==> config.mk <==
export PLATFORM = sky130hd
export DESIGN_NAME = acc_register_bank
export DESIGN_NICKNAME = d
export VERILOG_FILES = /design/src/acc_pkg.sv /design/src/acc_sync2.sv /design/src/acc_axis_lock.sv /design/src/acc_register_bank.sv
export VERILOG_INCLUDE_DIRS = /design/src
export SDC_FILE = /design/constraint.sdc
export NUM_CORES = 1
export LEC_CHECK = 0
export BUFFER_PORTS_ARGS = -buffer_cell sky130_fd_sc_hd__buf_2
export CORE_MARGIN = 4
export CORE_UTILIZATION = 40
export CTS_CLUSTER_DIAMETER = 80
export DETAILED_ROUTE_END_ITERATION = 8
export GPL_ROUTABILITY_DRIVEN = 0
export HOLD_SLACK_MARGIN = 0.02
export SLEW_MARGIN = 40
export SYNTH_ARGS = -nofsm -noshare
export SYNTH_HDL_FRONTEND = slang
export SYNTH_SLANG_ARGS = --single-unit
==> constraint.sdc <==
create_clock -name i_clk -period 4.5 [get_ports i_clk]
set_input_delay 0.45 -clock i_clk [delete_from_list [all_inputs] [get_ports i_clk]]
set_output_delay 0.45 -clock i_clk [all_outputs]
set_load 0.02 [all_outputs]
==> src/acc_consts.svh <==
// Register map, reset values, command and fault codes and timing of the accel bank.
// Assumes it is included once by name into files that need the figures.
`ifndef ACC_CONSTS_SVH
`define ACC_CONSTS_SVH
`define ACC_A_ID      8'h00
`define ACC_A_ERR     8'h02
`define ACC_A_STAT    8'h03
`define ACC_A_XL      8'h12
`define ACC_A_XH      8'h13
`define ACC_A_YL      8'h14
`define ACC_A_YH      8'h15
`define ACC_A_ZL      8'h16
`define ACC_A_ZH      8'h17
`define ACC_A_T0      8'h18
`define ACC_A_T1      8'h19
`define ACC_A_T2      8'h1a
`define ACC_A_INT     8'h1d
`define ACC_A_TH      8'h22
`define ACC_A_TL      8'h23
`define ACC_A_CONF    8'h40
`define ACC_A_RANGE   8'h41
`define ACC_A_IO1     8'h53
`define ACC_A_IO2     8'h54
`define ACC_A_MAP     8'h58
`define ACC_A_SELF    8'h6d
`define ACC_A_PCONF   8'h7c
`define ACC_A_PCTRL   8'h7d
`define ACC_A_SRST    8'h7e
`define ACC_RST_CONF  8'ha8
`define ACC_RST_RANGE 2'h1
`define ACC_RST_PCONF 8'h03
`define ACC_STAT_FIX  8'h10
`define ACC_SRST_CMD  8'hb6
`define ACC_ERR_CONF  3'h1
`define ACC_CLK_MHZ   10
`define ACC_TICK_US   39.0625
`define ACC_TICK_FRAC 16
`define ACC_TEMP_S    1.28
`endif

==> src/acc_pkg.sv <==
// Types shared by the accel register bank files.
// Assumes nothing of its surroundings.
package acc_pkg;
	typedef enum logic [1:0] {SP_IDLE, SP_ADDR, SP_DATA} acc_spi_st_t;
	typedef struct packed {
		logic [15:0] x;
		logic [15:0] y;
		logic [15:0] z;
	} acc_axes_t;
	typedef struct packed {
		logic in_en;
		logic out_en;
		logic od;
		logic lvl;
	} acc_pin_cfg_t;
endpackage : acc_pkg

==> src/acc_sync2.sv <==
// Two-flop synchroniser for pin inputs.
// Assumes i_d is asynchronous to i_clk.
module acc_sync2 #(
	parameter int       W   = 1,
	parameter logic [W-1:0] RST = '0
)(
	input  wire logic         i_clk,
	input  wire logic         i_rst_b,
	input  wire logic [W-1:0] i_d,
	output logic      [W-1:0] o_q
);
	logic [W-1:0] meta_r;

	always_ff @(posedge i_clk)
	begin
		if (!i_rst_b)
		begin
			meta_r <= RST;
			o_q    <= RST;
		end
		else
		begin
			meta_r <= i_d;
			o_q    <= meta_r;
		end
	end
endmodule : acc_sync2

==> src/acc_axis_lock.sv <==
// One axis result: low and high byte with high-byte freeze after a low read.
// Assumes load and read strobes are one-cycle pulses on i_clk.
module acc_axis_lock (
	input  wire logic        i_clk,
	input  wire logic        i_clr,
	input  wire logic        i_load,
	input  wire logic [15:0] i_sample,
	input  wire logic        i_rd_low,
	input  wire logic        i_rd_high,
	output logic      [7:0]  o_low,
	output logic      [7:0]  o_high
);
	logic       lock_r;
	logic [7:0] hold_r;
	wire logic lock_nxt = i_rd_low | (lock_r & ~i_rd_high);

	always_ff @(posedge i_clk)
	begin
		if (i_clr)
		begin
			lock_r <= 1'b0;
			hold_r <= 8'h00;
			o_low  <= 8'h00;
			o_high <= 8'h00;
		end
		else
		begin
			lock_r <= lock_nxt;
			if (i_load)
			begin
				o_low  <= i_sample[7:0];
				hold_r <= i_sample[15:8];
			end
			// A sample taken while frozen is shown once the freeze ends.
			if (!lock_nxt && !lock_r)
				o_high <= i_load ? i_sample[15:8] : hold_r;
		end
	end

	lock_hold_a: assert property (@(posedge i_clk) disable iff (i_clr)
		lock_r && !i_rd_high |=> $stable(o_high))
		else $error("High byte changed while frozen.");
endmodule : acc_axis_lock

==> src/acc_register_bank.sv <==
// Accelerometer register bank behind a four-wire serial port, mode 0.
// Assumes sample, temperature and fault inputs come from i_clk logic.
`include "acc_consts.svh"
module acc_register_bank
	import acc_pkg::*;
#(
	parameter logic [7:0] ID_CODE  = 8'h5a, // Arbitrary value.
	parameter int         TEMP_CYC =
		int'(`ACC_TEMP_S * 1.0e6 * `ACC_CLK_MHZ)
)(
	input  wire logic        i_clk,
	input  wire logic        i_rst_b,
	input  wire logic        i_spi_sck,
	input  wire logic        i_spi_cs_b,
	input  wire logic        i_spi_mosi,
	output logic             o_spi_miso,
	output logic             o_spi_miso_oe,
	input  wire logic        i_sample_valid,
	input  wire acc_axes_t   i_sample,
	input  wire logic [10:0] i_temp_value,
	input  wire logic        i_fatal_fault,
	output logic             o_irq_pin_one,
	output logic             o_irq_pin_one_oe,
	output logic             o_irq_pin_two,
	output logic             o_irq_pin_two_oe
);
	localparam int TICK_SUM =
		int'(`ACC_TICK_US * `ACC_CLK_MHZ * `ACC_TICK_FRAC);

	logic         sck_s;
	logic         cs_b_s;
	logic         mosi_s;
	logic         sck_d_r;
	acc_spi_st_t  st_r;
	logic [2:0]   bit_r;
	logic [7:0]   rx_r;
	logic [7:0]   tx_r;
	logic [7:0]   addr_r;
	logic         rw_r;
	logic         srst_pend_r;
	logic         soft_r;
	logic         fatal_r;
	logic         drdy_r;
	logic         intf_r;
	logic [7:0]   conf_r;
	logic [1:0]   range_r;
	acc_pin_cfg_t pin_cfg_r [2];
	logic [1:0]   map_r;
	logic [7:0]   self_r;
	logic [7:0]   pconf_r;
	logic [7:0]   pctrl_r;
	logic [12:0]  frac_r;
	logic [23:0]  time_r;
	logic [23:0]  temp_cnt_r;
	logic [10:0]  temp_r;
	logic [1:0]   pin_out_r;
	logic [1:0]   pin_oe_r;
	logic [8:0]   gap_r;
	logic [15:0]  axis_in [3];
	logic [7:0]   axis_lo [3];
	logic [7:0]   axis_hi [3];

	acc_sync2 #(.W(3), .RST(3'b010)) u_sync (
		.i_clk   (i_clk),
		.i_rst_b (i_rst_b),
		.i_d     ({i_spi_sck, i_spi_cs_b, i_spi_mosi}),
		.o_q     ({sck_s, cs_b_s, mosi_s})
	);

	// Serial framing decode.
	wire logic       clr      = ~i_rst_b | soft_r;
	wire logic       rise     = sck_s & ~sck_d_r & ~cs_b_s;
	wire logic       fall     = ~sck_s & sck_d_r & ~cs_b_s;
	wire logic [7:0] rx_nxt   = {rx_r[6:0], mosi_s};
	wire logic       byte_end = rise & (bit_r == 3'h7);
	wire logic       in_addr  = (st_r == SP_ADDR);
	wire logic       in_data  = (st_r == SP_DATA);
	wire logic       rd_go    = byte_end & (in_addr ? rx_nxt[7] : rw_r);
	wire logic       wr_go    = byte_end & in_data & ~rw_r;
	wire logic [7:0] rd_addr  =
		in_addr ? {1'b0, rx_nxt[6:0]} : addr_r;
	wire logic [7:0] wr_addr  = addr_r;

	// Write decode.
	wire logic wr_conf  = wr_go & (wr_addr == `ACC_A_CONF);
	wire logic wr_range = wr_go & (wr_addr == `ACC_A_RANGE);
	wire logic wr_io1   = wr_go & (wr_addr == `ACC_A_IO1);
	wire logic wr_io2   = wr_go & (wr_addr == `ACC_A_IO2);
	wire logic wr_map   = wr_go & (wr_addr == `ACC_A_MAP);
	wire logic wr_self  = wr_go & (wr_addr == `ACC_A_SELF);
	wire logic wr_pconf = wr_go & (wr_addr == `ACC_A_PCONF);
	wire logic wr_pctrl = wr_go & (wr_addr == `ACC_A_PCTRL);
	wire logic wr_srst  = wr_go & (wr_addr == `ACC_A_SRST)
		& (rx_nxt == `ACC_SRST_CMD);

	// Read side effects.
	wire logic rd_data = rd_go & (rd_addr >= `ACC_A_XL)
		& (rd_addr <= `ACC_A_ZH);
	wire logic rd_int  = rd_go & (rd_addr == `ACC_A_INT);

	// Fault code from an unsupported filter or rate setting.
	wire logic conf_bad = (conf_r[7:4] < 4'h8) | (conf_r[7:4] > 4'ha)
		| (conf_r[3:0] < 4'h5) | (conf_r[3:0] > 4'hc);
	wire logic [2:0] err_code = conf_bad ? `ACC_ERR_CONF : 3'h0;

	wire logic [12:0] frac_sum = frac_r + 13'(`ACC_TICK_FRAC);
	wire logic        tick     = (frac_sum >= 13'(TICK_SUM));
	wire logic        temp_upd = (temp_cnt_r == 24'(TEMP_CYC - 1));

	// Read data; unmapped and reserved positions give zero.
	wire logic [7:0] rd_byte =
		(rd_addr == `ACC_A_ID)    ? ID_CODE :
		(rd_addr == `ACC_A_ERR)   ? {3'h0, err_code, 1'b0, fatal_r} :
		(rd_addr == `ACC_A_STAT)  ? ({drdy_r, 7'h00} | `ACC_STAT_FIX) :
		(rd_addr == `ACC_A_XL)    ? axis_lo[0] :
		(rd_addr == `ACC_A_XH)    ? axis_hi[0] :
		(rd_addr == `ACC_A_YL)    ? axis_lo[1] :
		(rd_addr == `ACC_A_YH)    ? axis_hi[1] :
		(rd_addr == `ACC_A_ZL)    ? axis_lo[2] :
		(rd_addr == `ACC_A_ZH)    ? axis_hi[2] :
		(rd_addr == `ACC_A_T0)    ? time_r[7:0] :
		(rd_addr == `ACC_A_T1)    ? time_r[15:8] :
		(rd_addr == `ACC_A_T2)    ? time_r[23:16] :
		(rd_addr == `ACC_A_INT)   ? {intf_r, 7'h00} :
		(rd_addr == `ACC_A_TH)    ? temp_r[10:3] :
		(rd_addr == `ACC_A_TL)    ? {temp_r[2:0], 5'h00} :
		(rd_addr == `ACC_A_CONF)  ? conf_r :
		(rd_addr == `ACC_A_RANGE) ? {6'h00, range_r} :
		(rd_addr == `ACC_A_IO1)   ? {3'h0, pin_cfg_r[0], 1'b0} :
		(rd_addr == `ACC_A_IO2)   ? {3'h0, pin_cfg_r[1], 1'b0} :
		(rd_addr == `ACC_A_MAP)   ? {1'b0, map_r[1], 3'h0, map_r[0], 2'h0} :
		(rd_addr == `ACC_A_SELF)  ? self_r :
		(rd_addr == `ACC_A_PCONF) ? pconf_r :
		(rd_addr == `ACC_A_PCTRL) ? pctrl_r : 8'h00;

	assign axis_in[0] = i_sample.x;
	assign axis_in[1] = i_sample.y;
	assign axis_in[2] = i_sample.z;

	for (genvar g = 0; g < 3; g++)
	begin : g_axis
		acc_axis_lock u_axis (
			.i_clk     (i_clk),
			.i_clr     (clr),
			.i_load    (i_sample_valid),
			.i_sample  (axis_in[g]),
			.i_rd_low  (rd_go & (rd_addr == 8'(`ACC_A_XL + 2 * g))),
			.i_rd_high (rd_go & (rd_addr == 8'(`ACC_A_XH + 2 * g))),
			.o_low     (axis_lo[g]),
			.o_high    (axis_hi[g])
		);
	end

	// Frame state; a raised select always ends the frame.
	always_ff @(posedge i_clk)
	begin
		if (!i_rst_b || cs_b_s)
		begin
			st_r  <= SP_IDLE;
			bit_r <= 3'h0;
		end
		else
		begin
			unique case (st_r)
				SP_IDLE: st_r <= SP_ADDR;
				SP_ADDR: if (byte_end) st_r <= SP_DATA;
				SP_DATA: st_r <= SP_DATA;
			endcase
			if (rise)
				bit_r <= bit_r + 3'h1;
		end
	end

	always_ff @(posedge i_clk)
	begin
		if (!i_rst_b)
		begin
			sck_d_r <= 1'b0;
			rx_r    <= 8'h00;
			addr_r  <= 8'h00;
			rw_r    <= 1'b0;
		end
		else
		begin
			sck_d_r <= sck_s;
			if (rise)
				rx_r <= rx_nxt;
			if (byte_end && in_addr)
				rw_r <= rx_nxt[7];
			if (rd_go)
				addr_r <= rd_addr + 8'h01;
			else if (byte_end && in_addr)
				addr_r <= {1'b0, rx_nxt[6:0]};
			else if (wr_go)
				addr_r <= addr_r + 8'h01;
		end
	end

	// Read data shift; each bit leaves on a falling serial clock edge.
	always_ff @(posedge i_clk)
	begin
		if (!i_rst_b)
		begin
			tx_r          <= 8'h00;
			o_spi_miso    <= 1'b0;
			o_spi_miso_oe <= 1'b0;
		end
		else
		begin
			o_spi_miso_oe <= ~cs_b_s & in_data & rw_r;
			if (rd_go)
				tx_r <= rd_byte;
			else if (fall)
			begin
				o_spi_miso <= tx_r[7];
				tx_r       <= {tx_r[6:0], 1'b0};
			end
		end
	end

	// Soft reset waits for the end of the frame that carried it.
	always_ff @(posedge i_clk)
	begin
		if (clr)
			srst_pend_r <= 1'b0;
		else if (wr_srst)
			srst_pend_r <= 1'b1;
		soft_r <= i_rst_b & srst_pend_r & cs_b_s;
	end

	// Status flags; a new sample beats a clearing read.
	always_ff @(posedge i_clk)
	begin
		if (clr)
		begin
			fatal_r <= 1'b0;
			drdy_r  <= 1'b0;
			intf_r  <= 1'b0;
		end
		else
		begin
			fatal_r <= fatal_r | i_fatal_fault;
			drdy_r  <= i_sample_valid | (drdy_r & ~rd_data);
			intf_r  <= i_sample_valid | (intf_r & ~rd_int);
		end
	end

	// Configuration registers; reserved bits are never stored.
	always_ff @(posedge i_clk)
	begin
		if (clr)
		begin
			conf_r    <= `ACC_RST_CONF;
			range_r   <= `ACC_RST_RANGE;
			pin_cfg_r <= '{default: '0};
			map_r     <= 2'h0;
			self_r    <= 8'h00;
			pconf_r   <= `ACC_RST_PCONF;
			pctrl_r   <= 8'h00;
		end
		else
		begin
			if (wr_conf)  conf_r       <= rx_nxt;
			if (wr_range) range_r      <= rx_nxt[1:0];
			if (wr_io1)   pin_cfg_r[0] <= rx_nxt[4:1];
			if (wr_io2)   pin_cfg_r[1] <= rx_nxt[4:1];
			if (wr_map)   map_r        <= {rx_nxt[6], rx_nxt[2]};
			if (wr_self)  self_r       <= rx_nxt;
			if (wr_pconf) pconf_r      <= rx_nxt;
			if (wr_pctrl) pctrl_r      <= rx_nxt;
		end
	end

	// Time base: sixteen ticks per TICK_SUM cycles keeps the rate exact.
	always_ff @(posedge i_clk)
	begin
		if (clr)
		begin
			frac_r <= 13'h0;
			time_r <= 24'h0;
		end
		else
		begin
			frac_r <= tick ? frac_sum - 13'(TICK_SUM) : frac_sum;
			if (tick)
				time_r <= time_r + 24'h1;
		end
	end

	always_ff @(posedge i_clk)
	begin
		if (clr)
		begin
			temp_cnt_r <= 24'h0;
			temp_r     <= 11'h0;
		end
		else
		begin
			temp_cnt_r <= temp_upd ? 24'h0 : temp_cnt_r + 24'h1;
			if (temp_upd)
				temp_r <= i_temp_value;
		end
	end

	// Interrupt pins: level from polarity, open drain drives only low.
	wire logic [1:0] pin_pol = {pin_cfg_r[1].lvl, pin_cfg_r[0].lvl};
	wire logic [1:0] pin_drv = {pin_cfg_r[1].out_en, pin_cfg_r[0].out_en};
	wire logic [1:0] pin_od  = {pin_cfg_r[1].od, pin_cfg_r[0].od};
	wire logic [1:0] pin_act = {2{intf_r}} & map_r;
	wire logic [1:0] pin_lvl = pin_act ~^ pin_pol;

	always_ff @(posedge i_clk)
	begin
		if (clr)
		begin
			pin_out_r <= 2'h0;
			pin_oe_r  <= 2'h0;
		end
		else
		begin
			pin_out_r <= pin_lvl;
			pin_oe_r  <= pin_drv & ~(pin_od & pin_lvl);
		end
	end

	assign o_irq_pin_one    = pin_out_r[0];
	assign o_irq_pin_one_oe = pin_oe_r[0];
	assign o_irq_pin_two    = pin_out_r[1];
	assign o_irq_pin_two_oe = pin_oe_r[1];

	// Cycles since the last time tick, for checking only.
	always_ff @(posedge i_clk)
	begin
		if (clr || tick)
			gap_r <= 9'h0;
		else
			gap_r <= gap_r + 9'h1;
	end

	drdy_set_a: assert property (@(posedge i_clk) disable iff (clr)
		i_sample_valid |=> drdy_r && intf_r)
		else $error("Sample did not raise ready flags.");

	drdy_clr_a: assert property (@(posedge i_clk) disable iff (clr)
		rd_data && !i_sample_valid |=> !drdy_r)
		else $error("Data read did not clear ready status.");

	intf_clr_a: assert property (@(posedge i_clk) disable iff (clr)
		rd_int && !i_sample_valid |=> !intf_r ##1 !intf_r || $past(i_sample_valid))
		else $error("Interrupt flag read did not clear it.");

	tick_gap_a: assert property (@(posedge i_clk) disable iff (clr)
		tick |-> gap_r >= 9'h185 && gap_r <= 9'h186)
		else $error("Time tick spacing is wrong.");

	time_step_a: assert property (@(posedge i_clk) disable iff (clr)
		tick |=> time_r == $past(time_r) + 24'h1)
		else $error("Time counter did not step on tick.");

	fatal_keep_a: assert property (@(posedge i_clk) disable iff (clr)
		fatal_r |=> fatal_r)
		else $error("Fatal flag cleared without reset.");

	temp_take_a: assert property (@(posedge i_clk) disable iff (clr)
		temp_upd |=> temp_r == $past(i_temp_value) && temp_cnt_r == 24'h0)
		else $error("Temperature not refreshed at period end.");

	soft_rst_a: assert property (@(posedge i_clk) disable iff (!i_rst_b)
		soft_r |=> conf_r == `ACC_RST_CONF && !drdy_r && time_r == 24'h0)
		else $error("Soft reset did not restore defaults.");

	err_code_a: assert property (@(posedge i_clk) disable iff (clr)
		rd_go && rd_addr == `ACC_A_ERR |=> tx_r[4:2] == {2'b00, $past(conf_bad)})
		else $error("Fault code does not match configuration.");
endmodule : acc_register_bank

==> metrics.txt <==
# TYPE chip_impl_metric gauge
chip_impl_metric{name="timing.max_cap.violations",unit=""} 0
chip_impl_metric{name="place_hpwl",unit="um"} 23900
chip_impl_metric{name="placement.setup.worst_slack",unit="ns"} 0.709
chip_impl_metric{name="ant_nets",unit=""} 0
chip_impl_metric{name="slew-limit-headroom",unit=""} 0.434
chip_impl_metric{name="stdcell_count",unit=""} 1784
chip_impl_metric{name="vias_per_cell",unit=""} 5.64
chip_impl_metric{name="max_slew_violations",unit=""} 0
chip_impl_metric{name="globalRoute.totalOverflow",unit=""} 0
chip_impl_metric{name="antenna_cells_inserted",unit=""} 0
chip_impl_metric{name="post-route-cell-area",unit="um2"} 13400
chip_impl_metric{name="maximum_number_of_pins_on_one_net_before_global_route_repair",unit=""} 62
chip_impl_metric{name="final.hold.worst_slack",unit="ns"} 0.100
chip_impl_metric{name="cts_resized",unit=""} 0
chip_impl_metric{name="final-setup-viol-count",unit=""} 0
chip_impl_info{name="rsz_0062_raised_after_global_routing",value="false"} 1
chip_impl_metric{name="syn_area",unit="um2"} 11800
chip_impl_metric{name="crit_share_post_route",unit=""} 0.819
chip_impl_metric{name="timing.critical_path.required",unit="ns"} 4.92
chip_impl_metric{name="critical_path_arrival",unit="ns"} 4.11
chip_impl_info{name="cts_root_buf",value="clkbuf_16"} 1
chip_impl_metric{name="clock_tree.buffer_depth",unit=""} 3
chip_impl_metric{name="f_max",unit="GHz"} 0.271
chip_impl_info{name="postSynth.topFlopCell",value="dfxtp_1"} 1
chip_impl_metric{name="place_area",unit="um2"} 12400
chip_impl_metric{name="synthDominantCellAreaShare",unit=""} 0.403
chip_impl_info{name="yosysTopAreaCell",value="dfxtp_1"} 1
chip_impl_info{name="run_status",value="completed"} 1
chip_impl_metric{name="clock_tree.htree_level_count",unit=""} 1
chip_impl_metric{name="route.detailed.drc",unit=""} 0
chip_impl_metric{name="synth-seq-area-share",unit=""} 0.403
chip_impl_metric{name="synth-async-reset-ratio",unit=""} 0
chip_impl_info{name="worst_hold_path_type",value="in -> reg"} 1
chip_impl_metric{name="final_nets",unit=""} 1466
chip_impl_metric{name="worst_setup_hold_path_clk_slew",unit="ns"} 0.06
chip_impl_metric{name="ys_seq_elements",unit=""} 237
chip_impl_metric{name="worst-path-max-fanout",unit=""} 23
chip_impl_metric{name="clk-insertion-delay-late",unit="ns"} 0.54
chip_impl_metric{name="synth.net_count",unit=""} 1431
chip_impl_info{name="critical_path_class",value="reg -> reg"} 1
chip_impl_metric{name="irDropWorstVdd",unit="V"} 0.000265
chip_impl_metric{name="io_buffer_count",unit=""} 71
chip_impl_metric{name="period_needed",unit="ns"} 3.69
chip_impl_info{name="startpoint_type",value="flop"} 1
chip_impl_metric{name="number_of_antenna_violations_at_the_first_check_in_global_routing",unit=""} 0
chip_impl_metric{name="postCtsSetupBuffers",unit=""} 0
chip_impl_metric{name="leakagePower",unit="nW"} 5.01
chip_impl_metric{name="multi_input_area",unit="um2"} 6570
chip_impl_metric{name="total_clock_buffers_created_by_cts",unit=""} 26
chip_impl_metric{name="synthCells",unit=""} 1346
chip_impl_info{name="cts_tree",value="built"} 1
chip_impl_metric{name="grt_pass1_vias",unit=""} 9520
chip_impl_metric{name="hold_viol",unit=""} 0
chip_impl_metric{name="grt_first_pass_wirelength",unit="um"} 52700
chip_impl_metric{name="post-place-cells",unit=""} 1735
chip_impl_metric{name="final_layout_size_suffix_gt1_frac",unit=""} 0.128
chip_impl_metric{name="die_h",unit="um"} 180
chip_impl_metric{name="ctsHoldBuffers",unit=""} 0
chip_impl_metric{name="worstMarginPinSlew",unit="ns"} 0.842
chip_impl_metric{name="drt_pre_antenna_iters",unit=""} 5
chip_impl_metric{name="num-fill-cells",unit=""} 2847
chip_impl_metric{name="numClockSinks",unit=""} 237
chip_impl_metric{name="initial_core_utilization",unit=""} 0.408
chip_impl_metric{name="floorplan_die_area",unit="um2"} 32300
chip_impl_metric{name="design.portCount",unit=""} 72
chip_impl_metric{name="fin_tns_setup",unit="ns"} 0
chip_impl_metric{name="synthDistinctLibCells",unit=""} 81
chip_impl_metric{name="power.density_cell_area",unit="nW/um2"} 346
chip_impl_info{name="dominant_cells_by_area_after_synthesis",value="dfxtp_1 (40%), mux2i_1 (11%), nor2_1 (6.7%)"} 1
chip_impl_metric{name="design.core.area",unit="um2"} 28900
chip_impl_metric{name="grt.total_usage",unit=""} 0.196
chip_impl_metric{name="initialDrtViolationCount",unit=""} 704
chip_impl_metric{name="postLayoutCoreUtil",unit=""} 0.464
chip_impl_metric{name="routed_wirelength",unit="um"} 33100
chip_impl_metric{name="post-route-worst-setup-slack",unit="ns"} 0.813
chip_impl_metric{name="syn_to_layout_area_delta",unit="%"} 13.6
chip_impl_metric{name="synthesis.area_per_instance",unit="um2"} 8.76
chip_impl_metric{name="power.total",unit="mW"} 4.64
chip_impl_metric{name="synth-edff-count",unit=""} 0
chip_impl_metric{name="ys_warnings",unit=""} 0
chip_impl_metric{name="skew_final",unit="ns"} 0.0159
chip_impl_metric{name="std_cell_rows",unit=""} 62
chip_impl_metric{name="vias_post_dr",unit=""} 10061
chip_impl_metric{name="chipWidth",unit="um"} 180
chip_impl_info{name="timing.critical_path.to_type",value="flop"} 1
chip_impl_metric{name="area.sequential",unit="um2"} 4740
chip_impl_metric{name="routedWlPerCell",unit="um"} 18.6
placed cells by master (no fill, tap or decap), types with 6 or more instances in the layout:
cell type and n:
buf_4 25, nand2b_1 13, clkbuf_16 26, nand4_1 35, nor3_1 28, or3_1 10
nand2_1 75, ha_1 19, xor2_1 34, a211oi_1 14, and2_1 16, a21oi_1 37
mux2_2 6, buf_2 71, o21ai_0 33, xnor2_1 34, o2111ai_1 6, inv_1 30
a221oi_1 7, a22oi_1 7, o22ai_1 8, nand3_1 45, nor2_1 211, nor3b_1 7
mux2i_1 125, and3_1 34, dfxtp_1 237, clkbuf_8 9, o22a_1 24, o211ai_1 8
a31oi_1 8, nor2b_1 14, nor4_1 9
Yosys cell counts (all sizes together) (6+ instances only):
cell	count
a211oi	14
a21oi	40
a221oi	7
a22oi	7
a31oi	8
and2	16
and3	34
buf	28
clkbuf	62
dfxtp	237
ha	19
inv	30
mux2	6
mux2i	127
nand2	78
nand2b	15
nand3	46
nand4	35
nor2	216
nor2b	14
nor3	30
nor3b	11
nor4	12
o2111ai	6
o211ai	8
o21ai	37
o22a	24
o22ai	8
or3	10
xnor2	34
xor2	34
flip-flops by register name, indices dropped and copies added, names as in the netlist, 3 cells and up:
name and count:
g_axis.u_axis.o_low 24, conf_r 8, pctrl_r 8, tx_r 8, frac_r 12, time_r 24
bit_r 3, u_sync.meta_r 3, g_axis.u_axis.o_high 24, pconf_r 8, u_sync.o_q 3, temp_r 11
addr_r 8, pin_cfg_r 8, rx_r 7, g_axis.u_axis.hold_r 24, g_axis.u_axis.lock_r 3, temp_cnt_r 24
self_r 8
cell type report:
| cell class | count | area share |
|---|---|---|
| sequential | 237 | 0.354 |
| inverter | 30 | 0.00841 |
| clock buffer | 39 | 0.0590 |
| timing repair buffer | 97 | 0.0414 |
| clock inverter | 8 | 0.00991 |
| multi-input combinational | 989 | 0.491 |
| tap | 384 | 0.0359 |
power by group:
part | internal, mW | leakage [nW] | switching (mW)
Sequential | 2.15 | 1.93 | 0.0380
Combinational | 0.0848 | 2.63 | 0.109
Clock | 1.38 | 0.452 | 0.874
Total | 3.62 | 5.01 | 1.02
critical path, cell delays in order, from the launching register on:
cell and delay (ns):
dfxtp_1 0.33, inv_1 0.08, ha_1 0.37, buf_4 0.33, mux2_2 0.44, nor4_4 0.52, buf_4 0.27, nand3_1 0.28
o21ai_1 0.37, or4_1 0.18, a31oi_1 0.05, or3_1 0.35
final timing paths:
| kind | startpoint | endpoint | slack [ns] | cells after the start |
|---|---|---|---|---|
| min reg2reg | u_sync.meta_r[1] | u_sync.o_q[1] | 0.43 | 1 |
| min | i_spi_cs_b | u_sync.meta_r[1] | 0.10 | 2 |
| max reg2reg | st_r[1] | tx_r[3] | 0.81 | 11 |
| max | st_r[1] | tx_r[3] | 0.81 | 11 |
cell families after synthesis:
group	share of synthesized area
multiplexers	0.114
XOR/XNOR	0.0505
AND/OR/NAND/NOR	0.233
adder cells (fa/ha/maj)	0.0202
AO/OA/AOI/OAI	0.139
buffers and inverters	0.0412
flip-flops	0.403
metal layers:
metal  up-vias  global-route usage  routed length, um
met4         0              0.0536                979
met2       347               0.299              14200
met3        59              0.0329               2300
met1      4764               0.287              15600
met5         -                   0                  0
li1       4891                   -                  -
Power figures use the tool's default switching activity.
